## config.mk

```make
export PLATFORM = sky130hd
export DESIGN_NAME = gpp_ports
export DESIGN_NICKNAME = d
export VERILOG_FILES = /design/src/hw/gpp_pkg.sv /design/src/hw/gpp_sync.sv /design/src/hw/gpp_port_slice.sv /design/src/hw/gpp_ports.sv
export SDC_FILE = /design/constraint.sdc
export NUM_CORES = 1
export LEC_CHECK = 0
export BUFFER_PORTS_ARGS = -buffer_cell sky130_fd_sc_hd__buf_2
export CAP_MARGIN = 20
export CORE_MARGIN = 4
export CORE_UTILIZATION = 35
export CTS_BUF_LIST = sky130_fd_sc_hd__clkbuf_8 sky130_fd_sc_hd__clkbuf_16
export CTS_CLUSTER_SIZE = 20
export DETAILED_ROUTE_END_ITERATION = 16
export GPL_ROUTABILITY_DRIVEN = 0
export GPL_TIMING_DRIVEN = 0
export SYNTH_ARGS = -nofsm -noshare
export SYNTH_HDL_FRONTEND = slang
export SYNTH_SLANG_ARGS = --single-unit
```

## constraint.sdc

```tcl
create_clock -name sys_clk -period 2.1 [get_ports sys_clk]
set_clock_uncertainty 0.2 [all_clocks]
set_input_delay 0 -clock sys_clk [delete_from_list [all_inputs] [get_ports sys_clk]]
set_output_delay 0 -clock sys_clk [all_outputs]
set_load 0.02 [all_outputs]
```

## src/hw/gpp_pkg.sv

```systemverilog
// constants and state type for the general purpose ports e to h
// assumes one system clock and a byte-wide register port
package gpp_pkg;

   // *******************************
   // port widths
   // *******************************
   localparam int unsigned E_W    = 8;
   localparam int unsigned F_W    = 7;
   localparam int unsigned G_W    = 3;
   localparam int unsigned H_W    = 2;
   localparam int unsigned ADDR_W = 8;
   localparam int unsigned DATA_W = 8;

   // *******************************
   // register offsets
   // *******************************
   localparam logic [7:0] OFS_LAT_E = 8'h08;
   localparam logic [7:0] OFS_LAT_F = 8'h09;
   localparam logic [7:0] OFS_LAT_G = 8'h0a;
   localparam logic [7:0] OFS_LAT_H = 8'h0b;
   localparam logic [7:0] OFS_DIR_E = 8'h0c;
   localparam logic [7:0] OFS_DIR_F = 8'h0d;
   localparam logic [7:0] OFS_DIR_G = 8'h0e;
   localparam logic [7:0] OFS_DIR_H = 8'h0f;

   // *******************************
   // reset values
   // *******************************
   localparam logic [7:0] DIR_E_RST = 8'h00;
   localparam logic [6:0] DIR_F_RST = 7'h00;
   localparam logic [2:0] DIR_G_RST = 3'h0;
   localparam logic [1:0] DIR_H_RST = 2'h0;

   // *******************************
   // field positions and encodings
   // *******************************
   localparam int unsigned TA_CH    = 6;
   localparam int unsigned TB_CH    = 2;
   localparam int unsigned KPD_W    = 5;
   localparam int unsigned E_TX_BIT = 0;
   localparam int unsigned E_RX_BIT = 1;
   localparam logic [1:0]  ELS_GPIO = 2'h0;
   localparam int unsigned SYNC_STAGES = 2;

   typedef struct packed {
      logic [7:0] dir_e;
      logic [6:0] dir_f;
      logic [2:0] dir_g;
      logic [1:0] dir_h;
      logic [7:0] lat_e;
      logic [6:0] lat_f;
      logic [2:0] lat_g;
      logic [1:0] lat_h;
      logic [7:0] oe_e;
      logic [6:0] oe_f;
      logic [2:0] oe_g;
      logic [1:0] oe_h;
      logic [7:0] out_e;
      logic [6:0] out_f;
      logic [2:0] out_g;
      logic [1:0] out_h;
      logic [7:0] rd_data;
   } gpp_state_t;

endpackage : gpp_pkg

```

## src/hw/gpp_sync.sv

```systemverilog
// two-stage synchroniser for a bundle of pin levels
// assumes the pins are asynchronous to sys_clk
`timescale 1ns/1ps
module gpp_sync #(
   parameter int unsigned W = 8
) (
   // clock and reset
   input  wire logic         sys_clk,
   input  wire logic         nrst,
   // pins in, levels out
   input  wire logic [W-1:0] pin_async,
   output logic      [W-1:0] pin_sync
);
   import gpp_pkg::*;

   logic [SYNC_STAGES-1:0][W-1:0] st_reg;
   logic [SYNC_STAGES-1:0][W-1:0] st_next;

   always_comb begin
      st_next = {st_reg[0], pin_async};
      if (!nrst) begin
         st_next = '0;
      end
   end

   always_ff @(posedge sys_clk) begin
      st_reg <= st_next;
   end

   // only the second stage leaves this module
   assign pin_sync = st_reg[SYNC_STAGES-1];

endmodule : gpp_sync

```

## src/hw/gpp_port_slice.sv

```systemverilog
// pin driver choice and read-back mux of one port
// assumes pin levels are already synchronised
`timescale 1ns/1ps
module gpp_port_slice #(
   parameter int unsigned W = 8
) (
   // software view
   input  wire logic [W-1:0] dir,
   input  wire logic [W-1:0] latch,
   input  wire logic [W-1:0] pin_level,
   // claim by a peripheral
   input  wire logic [W-1:0] own,
   input  wire logic [W-1:0] own_oe,
   input  wire logic [W-1:0] own_out,
   // results
   output logic      [W-1:0] oe_next,
   output logic      [W-1:0] out_next,
   output logic      [W-1:0] rd_value
);

   always_comb begin
      // a claimed pin follows its peripheral, else the direction bit
      oe_next  = (own & own_oe) | (~own & dir);
      out_next = (own & own_out) | (~own & latch);
      // direction bit always picks latch or pin for reads
      rd_value = (dir & latch) | (~dir & pin_level);
   end

endmodule : gpp_port_slice

```

## src/hw/gpp_ports.sv

```systemverilog
// general purpose ports e, f, g and h with direction registers
// assumes peripheral claim signals arrive on sys_clk; pins are asynchronous
`timescale 1ns/1ps

// How it works
// - port e pins 3,2 become timer channel pins when their select field is nonzero.
// - timer-owned port e pin ignores direction for driving; direction still picks read source.
// - serial enable makes e1 receive input and e0 transmit output.
// - serial-owned port e pin ignores direction for driving; direction still picks read.
// - direction 1 enables the pin driver, 0 leaves the pin floating.
// - reset clears all direction bits, so every pin starts as input.
// - port e data read gives latch where direction set, pin otherwise.
// - port f data read gives latch where direction set, pin otherwise.
// - port g data read gives latch where direction set, pin otherwise.
// - port h data read gives latch where direction set, pin otherwise.
// - data writes always update the latch regardless of direction.
// - reset leaves the data latches untouched.
// - port f pins 3..0 serve timer a channels 5..2 when selected.
// - port f pins 5,4 serve timer b channels 1,0 when selected.
// - timer-owned port f pin ignores direction for driving; direction still picks read.
// - keypad enable on a port g pin makes it an input, overriding direction.
// - keypad enables 4,3 make the port h pins inputs.
module gpp_ports (
   // clock and reset
   input  wire logic                          sys_clk,
   input  wire logic                          nrst,
   // register port
   input  wire logic [gpp_pkg::ADDR_W-1:0]    reg_addr,
   input  wire logic [gpp_pkg::DATA_W-1:0]    reg_wdata,
   input  wire logic                          reg_wr,
   input  wire logic                          reg_rd,
   output logic      [gpp_pkg::DATA_W-1:0]    reg_rdata,
   // timer units
   input  wire logic [2*gpp_pkg::TA_CH-1:0]   timer_unit_a_edge_level_select_field,
   input  wire logic [gpp_pkg::TA_CH-1:0]     timer_unit_a_ch_drive,
   input  wire logic [gpp_pkg::TA_CH-1:0]     timer_unit_a_ch_out,
   input  wire logic [2*gpp_pkg::TB_CH-1:0]   timer_unit_b_edge_level_select_field,
   input  wire logic [gpp_pkg::TB_CH-1:0]     timer_unit_b_ch_drive,
   input  wire logic [gpp_pkg::TB_CH-1:0]     timer_unit_b_ch_out,
   output logic      [gpp_pkg::TA_CH-1:0]     timer_a_channel_pins,
   output logic      [gpp_pkg::TB_CH-1:0]     timer_b_channel_pins,
   // serial unit
   input  wire logic                          serial_if_enable,
   input  wire logic                          serial_tx,
   output logic                               serial_rx,
   // keypad unit
   input  wire logic [gpp_pkg::KPD_W-1:0]     keypad_irq_enable,
   output logic      [gpp_pkg::KPD_W-1:0]     keypad_wake_pins,
   // port e pins
   input  wire logic [gpp_pkg::E_W-1:0]       pte_in,
   output logic      [gpp_pkg::E_W-1:0]       pte_out,
   output logic      [gpp_pkg::E_W-1:0]       pte_oe,
   // port f pins
   input  wire logic [gpp_pkg::F_W-1:0]       ptf_in,
   output logic      [gpp_pkg::F_W-1:0]       ptf_out,
   output logic      [gpp_pkg::F_W-1:0]       ptf_oe,
   // port g pins
   input  wire logic [gpp_pkg::G_W-1:0]       ptg_in,
   output logic      [gpp_pkg::G_W-1:0]       ptg_out,
   output logic      [gpp_pkg::G_W-1:0]       ptg_oe,
   // port h pins
   input  wire logic [gpp_pkg::H_W-1:0]       pth_in,
   output logic      [gpp_pkg::H_W-1:0]       pth_out,
   output logic      [gpp_pkg::H_W-1:0]       pth_oe
);
   import gpp_pkg::*;

   // ******************************************
   // pin synchronisers
   // ******************************************
   logic [E_W-1:0] e_lvl;
   logic [F_W-1:0] f_lvl;
   logic [G_W-1:0] g_lvl;
   logic [H_W-1:0] h_lvl;

   gpp_sync #(.W(E_W)) u_sync_e (.sys_clk(sys_clk), .nrst(nrst), .pin_async(pte_in), .pin_sync(e_lvl));
   gpp_sync #(.W(F_W)) u_sync_f (.sys_clk(sys_clk), .nrst(nrst), .pin_async(ptf_in), .pin_sync(f_lvl));
   gpp_sync #(.W(G_W)) u_sync_g (.sys_clk(sys_clk), .nrst(nrst), .pin_async(ptg_in), .pin_sync(g_lvl));
   gpp_sync #(.W(H_W)) u_sync_h (.sys_clk(sys_clk), .nrst(nrst), .pin_async(pth_in), .pin_sync(h_lvl));

   // ******************************************
   // peripheral claims
   // ******************************************
   gpp_state_t       st_reg;
   gpp_state_t       st_next;
   logic [TA_CH-1:0] ta_own;
   logic [TB_CH-1:0] tb_own;
   logic [E_W-1:0]   own_e;
   logic [E_W-1:0]   own_oe_e;
   logic [E_W-1:0]   own_out_e;
   logic [F_W-1:0]   own_f;
   logic [F_W-1:0]   own_oe_f;
   logic [F_W-1:0]   own_out_f;

   always_comb begin
      for (int i = 0; i < TA_CH; i++) begin
         ta_own[i] = (timer_unit_a_edge_level_select_field[2*i +: 2] != ELS_GPIO);
      end
      for (int j = 0; j < TB_CH; j++) begin
         tb_own[j] = (timer_unit_b_edge_level_select_field[2*j +: 2] != ELS_GPIO);
      end
      // e3,e2 timer a ch1,ch0; e1 receive; e0 transmit
      own_e     = {4'h0, ta_own[1:0], serial_if_enable, serial_if_enable};
      own_oe_e  = {4'h0, timer_unit_a_ch_drive[1:0], 1'b0, 1'b1};
      own_out_e = {4'h0, timer_unit_a_ch_out[1:0], 1'b0, serial_tx};
      // f5,f4 timer b ch1,ch0; f3..f0 timer a ch5..ch2
      own_f     = {1'b0, tb_own, ta_own[5:2]};
      own_oe_f  = {1'b0, timer_unit_b_ch_drive, timer_unit_a_ch_drive[5:2]};
      own_out_f = {1'b0, timer_unit_b_ch_out, timer_unit_a_ch_out[5:2]};
   end

   // ******************************************
   // per-port driver and read-back
   // ******************************************
   logic [E_W-1:0] oe_e_n;
   logic [E_W-1:0] out_e_n;
   logic [E_W-1:0] rd_e;
   logic [F_W-1:0] oe_f_n;
   logic [F_W-1:0] out_f_n;
   logic [F_W-1:0] rd_f;
   logic [G_W-1:0] oe_g_n;
   logic [G_W-1:0] out_g_n;
   logic [G_W-1:0] rd_g;
   logic [H_W-1:0] oe_h_n;
   logic [H_W-1:0] out_h_n;
   logic [H_W-1:0] rd_h;

   gpp_port_slice #(.W(E_W)) u_port_e (
      .dir(st_reg.dir_e), .latch(st_reg.lat_e), .pin_level(e_lvl),
      .own(own_e), .own_oe(own_oe_e), .own_out(own_out_e),
      .oe_next(oe_e_n), .out_next(out_e_n), .rd_value(rd_e));
   gpp_port_slice #(.W(F_W)) u_port_f (
      .dir(st_reg.dir_f), .latch(st_reg.lat_f), .pin_level(f_lvl),
      .own(own_f), .own_oe(own_oe_f), .own_out(own_out_f),
      .oe_next(oe_f_n), .out_next(out_f_n), .rd_value(rd_f));
   // keypad claim is input only: driver off, direction overridden
   gpp_port_slice #(.W(G_W)) u_port_g (
      .dir(st_reg.dir_g), .latch(st_reg.lat_g), .pin_level(g_lvl),
      .own(keypad_irq_enable[2:0]), .own_oe(3'h0), .own_out(3'h0),
      .oe_next(oe_g_n), .out_next(out_g_n), .rd_value(rd_g));
   gpp_port_slice #(.W(H_W)) u_port_h (
      .dir(st_reg.dir_h), .latch(st_reg.lat_h), .pin_level(h_lvl),
      .own(keypad_irq_enable[4:3]), .own_oe(2'h0), .own_out(2'h0),
      .oe_next(oe_h_n), .out_next(out_h_n), .rd_value(rd_h));

   // ******************************************
   // register file and pin registers
   // ******************************************
   always_comb begin
      st_next       = st_reg;
      st_next.oe_e  = oe_e_n;
      st_next.oe_f  = oe_f_n;
      st_next.oe_g  = oe_g_n;
      st_next.oe_h  = oe_h_n;
      st_next.out_e = out_e_n;
      st_next.out_f = out_f_n;
      st_next.out_g = out_g_n;
      st_next.out_h = out_h_n;
      st_next.rd_data = '0;
      if (reg_wr) begin
         case (reg_addr)
            OFS_LAT_E: st_next.lat_e = reg_wdata[E_W-1:0];
            OFS_LAT_F: st_next.lat_f = reg_wdata[F_W-1:0];
            OFS_LAT_G: st_next.lat_g = reg_wdata[G_W-1:0];
            OFS_LAT_H: st_next.lat_h = reg_wdata[H_W-1:0];
            OFS_DIR_E: st_next.dir_e = reg_wdata[E_W-1:0];
            OFS_DIR_F: st_next.dir_f = reg_wdata[F_W-1:0];
            OFS_DIR_G: st_next.dir_g = reg_wdata[G_W-1:0];
            OFS_DIR_H: st_next.dir_h = reg_wdata[H_W-1:0];
            default: ;
         endcase
      end
      if (reg_rd) begin
         case (reg_addr)
            OFS_LAT_E: st_next.rd_data = rd_e;
            OFS_LAT_F: st_next.rd_data = {1'b0, rd_f};
            OFS_LAT_G: st_next.rd_data = {5'h00, rd_g};
            OFS_LAT_H: st_next.rd_data = {6'h00, rd_h};
            OFS_DIR_E: st_next.rd_data = st_reg.dir_e;
            OFS_DIR_F: st_next.rd_data = {1'b0, st_reg.dir_f};
            OFS_DIR_G: st_next.rd_data = {5'h00, st_reg.dir_g};
            OFS_DIR_H: st_next.rd_data = {6'h00, st_reg.dir_h};
            default:   st_next.rd_data = '0;
         endcase
      end
      if (!nrst) begin
         // latches keep their contents through reset
         st_next.dir_e   = DIR_E_RST;
         st_next.dir_f   = DIR_F_RST;
         st_next.dir_g   = DIR_G_RST;
         st_next.dir_h   = DIR_H_RST;
         st_next.oe_e    = '0;
         st_next.oe_f    = '0;
         st_next.oe_g    = '0;
         st_next.oe_h    = '0;
         st_next.rd_data = '0;
      end
   end

   always_ff @(posedge sys_clk) begin
      st_reg <= st_next;
   end

   // ******************************************
   // outputs
   // ******************************************
   assign reg_rdata            = st_reg.rd_data;
   assign pte_out              = st_reg.out_e;
   assign pte_oe               = st_reg.oe_e;
   assign ptf_out              = st_reg.out_f;
   assign ptf_oe               = st_reg.oe_f;
   assign ptg_out              = st_reg.out_g;
   assign ptg_oe               = st_reg.oe_g;
   assign pth_out              = st_reg.out_h;
   assign pth_oe               = st_reg.oe_h;
   assign serial_rx            = e_lvl[E_RX_BIT];
   assign timer_a_channel_pins = {f_lvl[3:0], e_lvl[3:2]};
   assign timer_b_channel_pins = f_lvl[5:4];
   assign keypad_wake_pins     = {h_lvl, g_lvl};
endmodule : gpp_ports

```

**Yosys cells after proc, flatten, opt, wreduce, memory -nomap -nowiden**

Cells that the tools add are included.

- Equal/unequal tests: 8
- Bitwise gates (word level): 36
- Reductions and logical operators: 17
- Multiplexer cells: 1

Operators by type and width:

| kind | count |
|---|---|
| == test 8 x 4 -> 1 bit, second input constant | 8 |
| case mux 8 bit (8 select lines) | 1 |
| bitwise AND 8 bit | 4 |
| bitwise AND 7 bit | 4 |
| OR 8 bit | 3 |
| OR 7 bit | 3 |
| AND reduction 2 bit | 9 |
| nonzero test 2 bit | 8 |
| bitwise AND 3 bit | 4 |
| bitwise AND 6 bit | 2 |
| bitwise AND 2 bit | 4 |
| bitwise AND 4 bit | 2 |
| NOT 4 -> 8 bit | 1 |
| NOT 8 bit | 1 |
| NOT 6 -> 7 bit | 1 |
| NOT 7 bit | 1 |
| NOT 3 bit | 2 |
| NOT 2 bit | 2 |
| OR 3 bit | 1 |
| OR 2 bit | 1 |

- Logic and storage cells: 87
- Flip-flop bits (word level): 128

**Depth between registers and ports, before layout**

- Word-level depth: 4
- Depth in mapped cells: 6
- Depth with buffers taken out: 4

**Cells and area by module**

From an unflattened synthesis, not the netlist that was laid out.

- Cell total of the unflattened synthesis: 438
- Area total of the unflattened synthesis: 5,355.1 um2

By module, submodules not included:

| module | times used | area an instance (um2) | cells an instance |
|---|---|---|---|
| gpp_ports | 1 | 3,308.2 | 276 |
| gpp_sync (u_sync_e) | 1 | 506.7 | 41 |
| gpp_sync (u_sync_f) | 1 | 444.2 | 36 |
| gpp_port_slice (u_port_e) | 1 | 322.8 | 24 |
| gpp_port_slice (u_port_f) | 1 | 289.0 | 21 |
| gpp_sync (u_sync_g) | 1 | 180.2 | 15 |
| gpp_sync (u_sync_h) | 1 | 120.1 | 10 |
| gpp_port_slice (u_port_g) | 1 | 116.4 | 9 |
| gpp_port_slice (u_port_h) | 1 | 67.6 | 6 |

**Least setup slack after synthesis**

Ideal clock, no wire load.

- Path type: input to register
- Start point: input port reg_addr[5] in the netlist's numbering
- End point: register st_reg[60] in the netlist's numbering, enable pin
- Arrival time: 1,158 ps
- Slack: 358 ps
- Required time: 1,517 ps
- Stages: 3
- Cells stage by stage: nor4_4 nand3b_1 nor3_1

- Word-level cells in the longest chain between the ends: 2

Ends and longest elaborated chain:

| element | line | RTL |
|---|---|---|
| start: declaration | gpp_ports.sv:28 | `input wire logic [gpp_pkg::ADDR_W-1:0] reg_addr,` |
| == test 8 x 4 -> 1 bit | gpp_ports.sv:161 | `case (reg_addr)` |
| AND reduction 2 bit (no source line) | n/a |  |
| end signal: assignment | gpp_ports.sv:201 | `st_reg <= st_next;` |
| end: declaration | gpp_ports.sv:84 | `gpp_state_t st_reg;` |

No other way between the ends.
A chain may end at the register's enable or synchronous reset.

**Worst setup path in the final report**

- Start point: input port reg_addr[1] in the netlist's numbering
- End point: register st_reg[51] in the netlist's numbering, enable pin

Same word-level chain as after synthesis.

==> impl_metrics.csv <==
group,metric,value,unit
place,placed_cells,767,
drt,dr_wl_met3,871,µm
drt,drt-met1-wl,5440,µm
drt,vias_per_cell,4.46,
power_and_ir_drop,power_leakage,3.11,nW
drt,drt_first_pass_iters,4,
hold_path,min_path_type,"in2reg",
critical_path,reg2regPathDepth,3,
critical_path,worst-setup-path-type,"in2reg",
floorplanning,rows,42,
critical_path,start_kind,"input port",
timing,setup_viol,0,
status,outcome,"complete, but fails checks",
floorplanning,core-area,13200,µm²
floorplanning,io_pins,141,
cells_and_area,area_growth,50.2,%
cells_and_area,fin_nets,779,
clocking,clk-insertion-delay-late,0.42,ns
global_route,antenna_found_initial,0,
timing,final_hold_viol_count,8,
cells_and_area,largest_reg_flops,40,
critical_path,required,1.94,ns
drt,drtIter0Drc,175,
clocking,clk_pin_slew,0.05,ns
synthesis,ys_types,27,
global_route,grt_pass1_vias,4308,
power_and_ir_drop,powerDensity,797,nW/µm²
timing,slew_headroom,41.4,%
drt,routed.top_layer,"met4",
critical_path,worstPathArrival,1.83,ns
clocking,root_buffer,"clkbuf_16",
floorplanning,start_util,35.8,%
hold_path,hold_path_depth,4,
clocking,htree_levels,4,
floorplanning,die_w,124,µm
place,dp_hpwl,9110,µm
place,io_buffers,140,
timing,slew_violations,0,
clocking,clock_path_buffers,2,
clocking,numCtsBuffers,17,
cells_and_area,drive_above_1_share,35.7,%
global_route,track_usage,17.3,%
clocking,hold_buffers,90,
synthesis,synth_seq_cells,128,
clocking,cts_tree,"done",
global_route,grt_max_degree,17,
timing,fmax,0.504,GHz
critical_path,path_max_fanout,10,
timing,period_share,94.5,%
global_route,grt_remaining_overflow,0,
floorplanning,die_h,124,µm
critical_path,end_kind,"register",
status,failed_checks,"hold timing",
timing,fin_crit,1.98,ns
clocking,clock-sinks,128,
timing,setup_slack,0.116,ns
power_and_ir_drop,vdd_drop_max,0.000414,V
timing,worstMarginPinSlew,0.874,ns
timing,whs,-0.0829,ns
synthesis,synth_area,4740,µm²
cells_and_area,layout_commonest_cell,"buf_2",
global_route,grt_pass1_wl,21100,µm
cells_and_area,final_cells,889,
run,drv_cap,0,
place,place_ws,-0.109,ns
place,place_area,5670,µm²
drt,routed_wl,13200,µm
synthesis,synth_fp_nets,529,
drt,drt-wirelength-per-cell,14.8,µm
synthesis,yosysSeqAreaShare,58.3,%
cells_and_area,final_area,7120,µm²
synthesis,synth-warning-count,0,
cells_and_area,mostFrequentLayoutCells,"142 x buf_2, 108 x dfxtp_1, 90 x dlygate4sd3_1",
synthesis,postSynthAreaPerCell,10.5,µm²
drt,vias,3963,
drt,antenna_left,0,
drt,wl_met2,6600,µm
synthesis,syn_inst,450,
timing,rsz0062_at_grt,"no",
floorplanning,die_area,15500,µm²
drt,drc_errors,0,
## worst paths after layout
kind | start | to | slack (ns)
setup / recovery | reg_addr[1] | st_reg[51] | 0.12
hold / removal | reg_addr[6] | st_reg[49] | -0.08
setup reg to reg | st_reg[87] | reg_rdata[7] | 0.18
hold reg to reg | st_reg[65] | pte_out[5] | 0.17
## stage by stage
| stage | total power, mW | setup TNS [ns] | util [%] | hold slack, ns |
|---|---|---|---|---|
| 6_report | 5.67 | 0 | 53.8 | -0.0829 |
| 5_1_grt | 5.90 | 0 | 53.8 | -0.0578 |
| 4_1_cts | 5.72 | 0 | 53.7 | -0.104 |
| 3_5_place_dp | 2.99 | -0.654 | 42.8 | -0.0274 |
| 3_3_place_gp | 2.98 | -6.12 | 42.8 | -0.0277 |
| 2_1_floorplan | 2.82 | 0 | - | -0.128 |
## per-layer routing
layer | vias to the layer above | track usage [%]
li1 | 1974 | -
met1 | 1817 | 19.8
met4 | 0 | 7.80
met3 | 24 | 5.45
met5 | - | 0
met2 | 148 | 29.5
## cells in the mapped netlist
master	count	area, µm²
a2111oi_2	1	15.0
a211oi_1	3	22.5
a21boi_0	8	60.1
a21oi_1	18	90.1
and2_1	45	282
and3_1	1	6.26
and3b_1	5	43.8
buf_2	2	10.0
buf_4	61	458
buf_6	1	11.3
clkbuf_1	15	56.3
dfxtp_1	108	2160
edfxtp_1	20	601
mux2_2	9	101
nand2_1	25	93.8
nand2b_1	8	50.1
nand3_1	16	80.1
nand3b_1	1	7.51
nand4_1	3	18.8
nand4b_1	2	17.5
nor2_1	10	37.5
nor2b_1	7	43.8
nor3_1	11	55.1
nor4_4	1	21.3
o21a_1	1	7.51
o21ai_0	55	275
or3b_2	13	114
## worst max-delay path, cell delays in order
cell	delay, ns
dlygate4sd3_1	0.55
buf_2	0.20
clkbuf_1	0.42
nand3_1	0.20
nor3_1	0.45
## where the power goes
part           total, mW  switching [mW]  internal, mW
Combinational      0.493           0.213         0.279
Clock               2.61           0.954          1.65
Sequential          2.57          0.0197          2.55
## cell families (layout without fill, tap and decap cells)
kind of cell | count (synthesis) | in the layout | synth area share [%]
AOI/OAI and AO/OA | 86 | 86 | 9.92
buffers and inverters | 79 | 341 | 11.3
DFF | 128 | 128 | 58.3
muxes | 9 | 9 | 2.14
other | 0 | 1 | 0
and+or+nand+nor | 148 | 148 | 18.4
## repair_timing
action	in CTS	in global routing
hold endpoints to repair	117	8
buffers inserted	0	0
endpoints found under the setup margin	0	4
resized for setup	0	1
## area by class of cell
type | count | area (µm²)
multi-input cells | 243 | 1450
clock buffers | 23 | 508
diodes | 1 | 2.50
repair buffers | 231 | 1610
flip-flops and latches | 128 | 2760
well taps | 176 | 220
plain buffers | 79 | 536
fillers | 1202 | 6120
clock inverters | 8 | 30.0
Note: power is estimated with default switching activity, not from simulation.
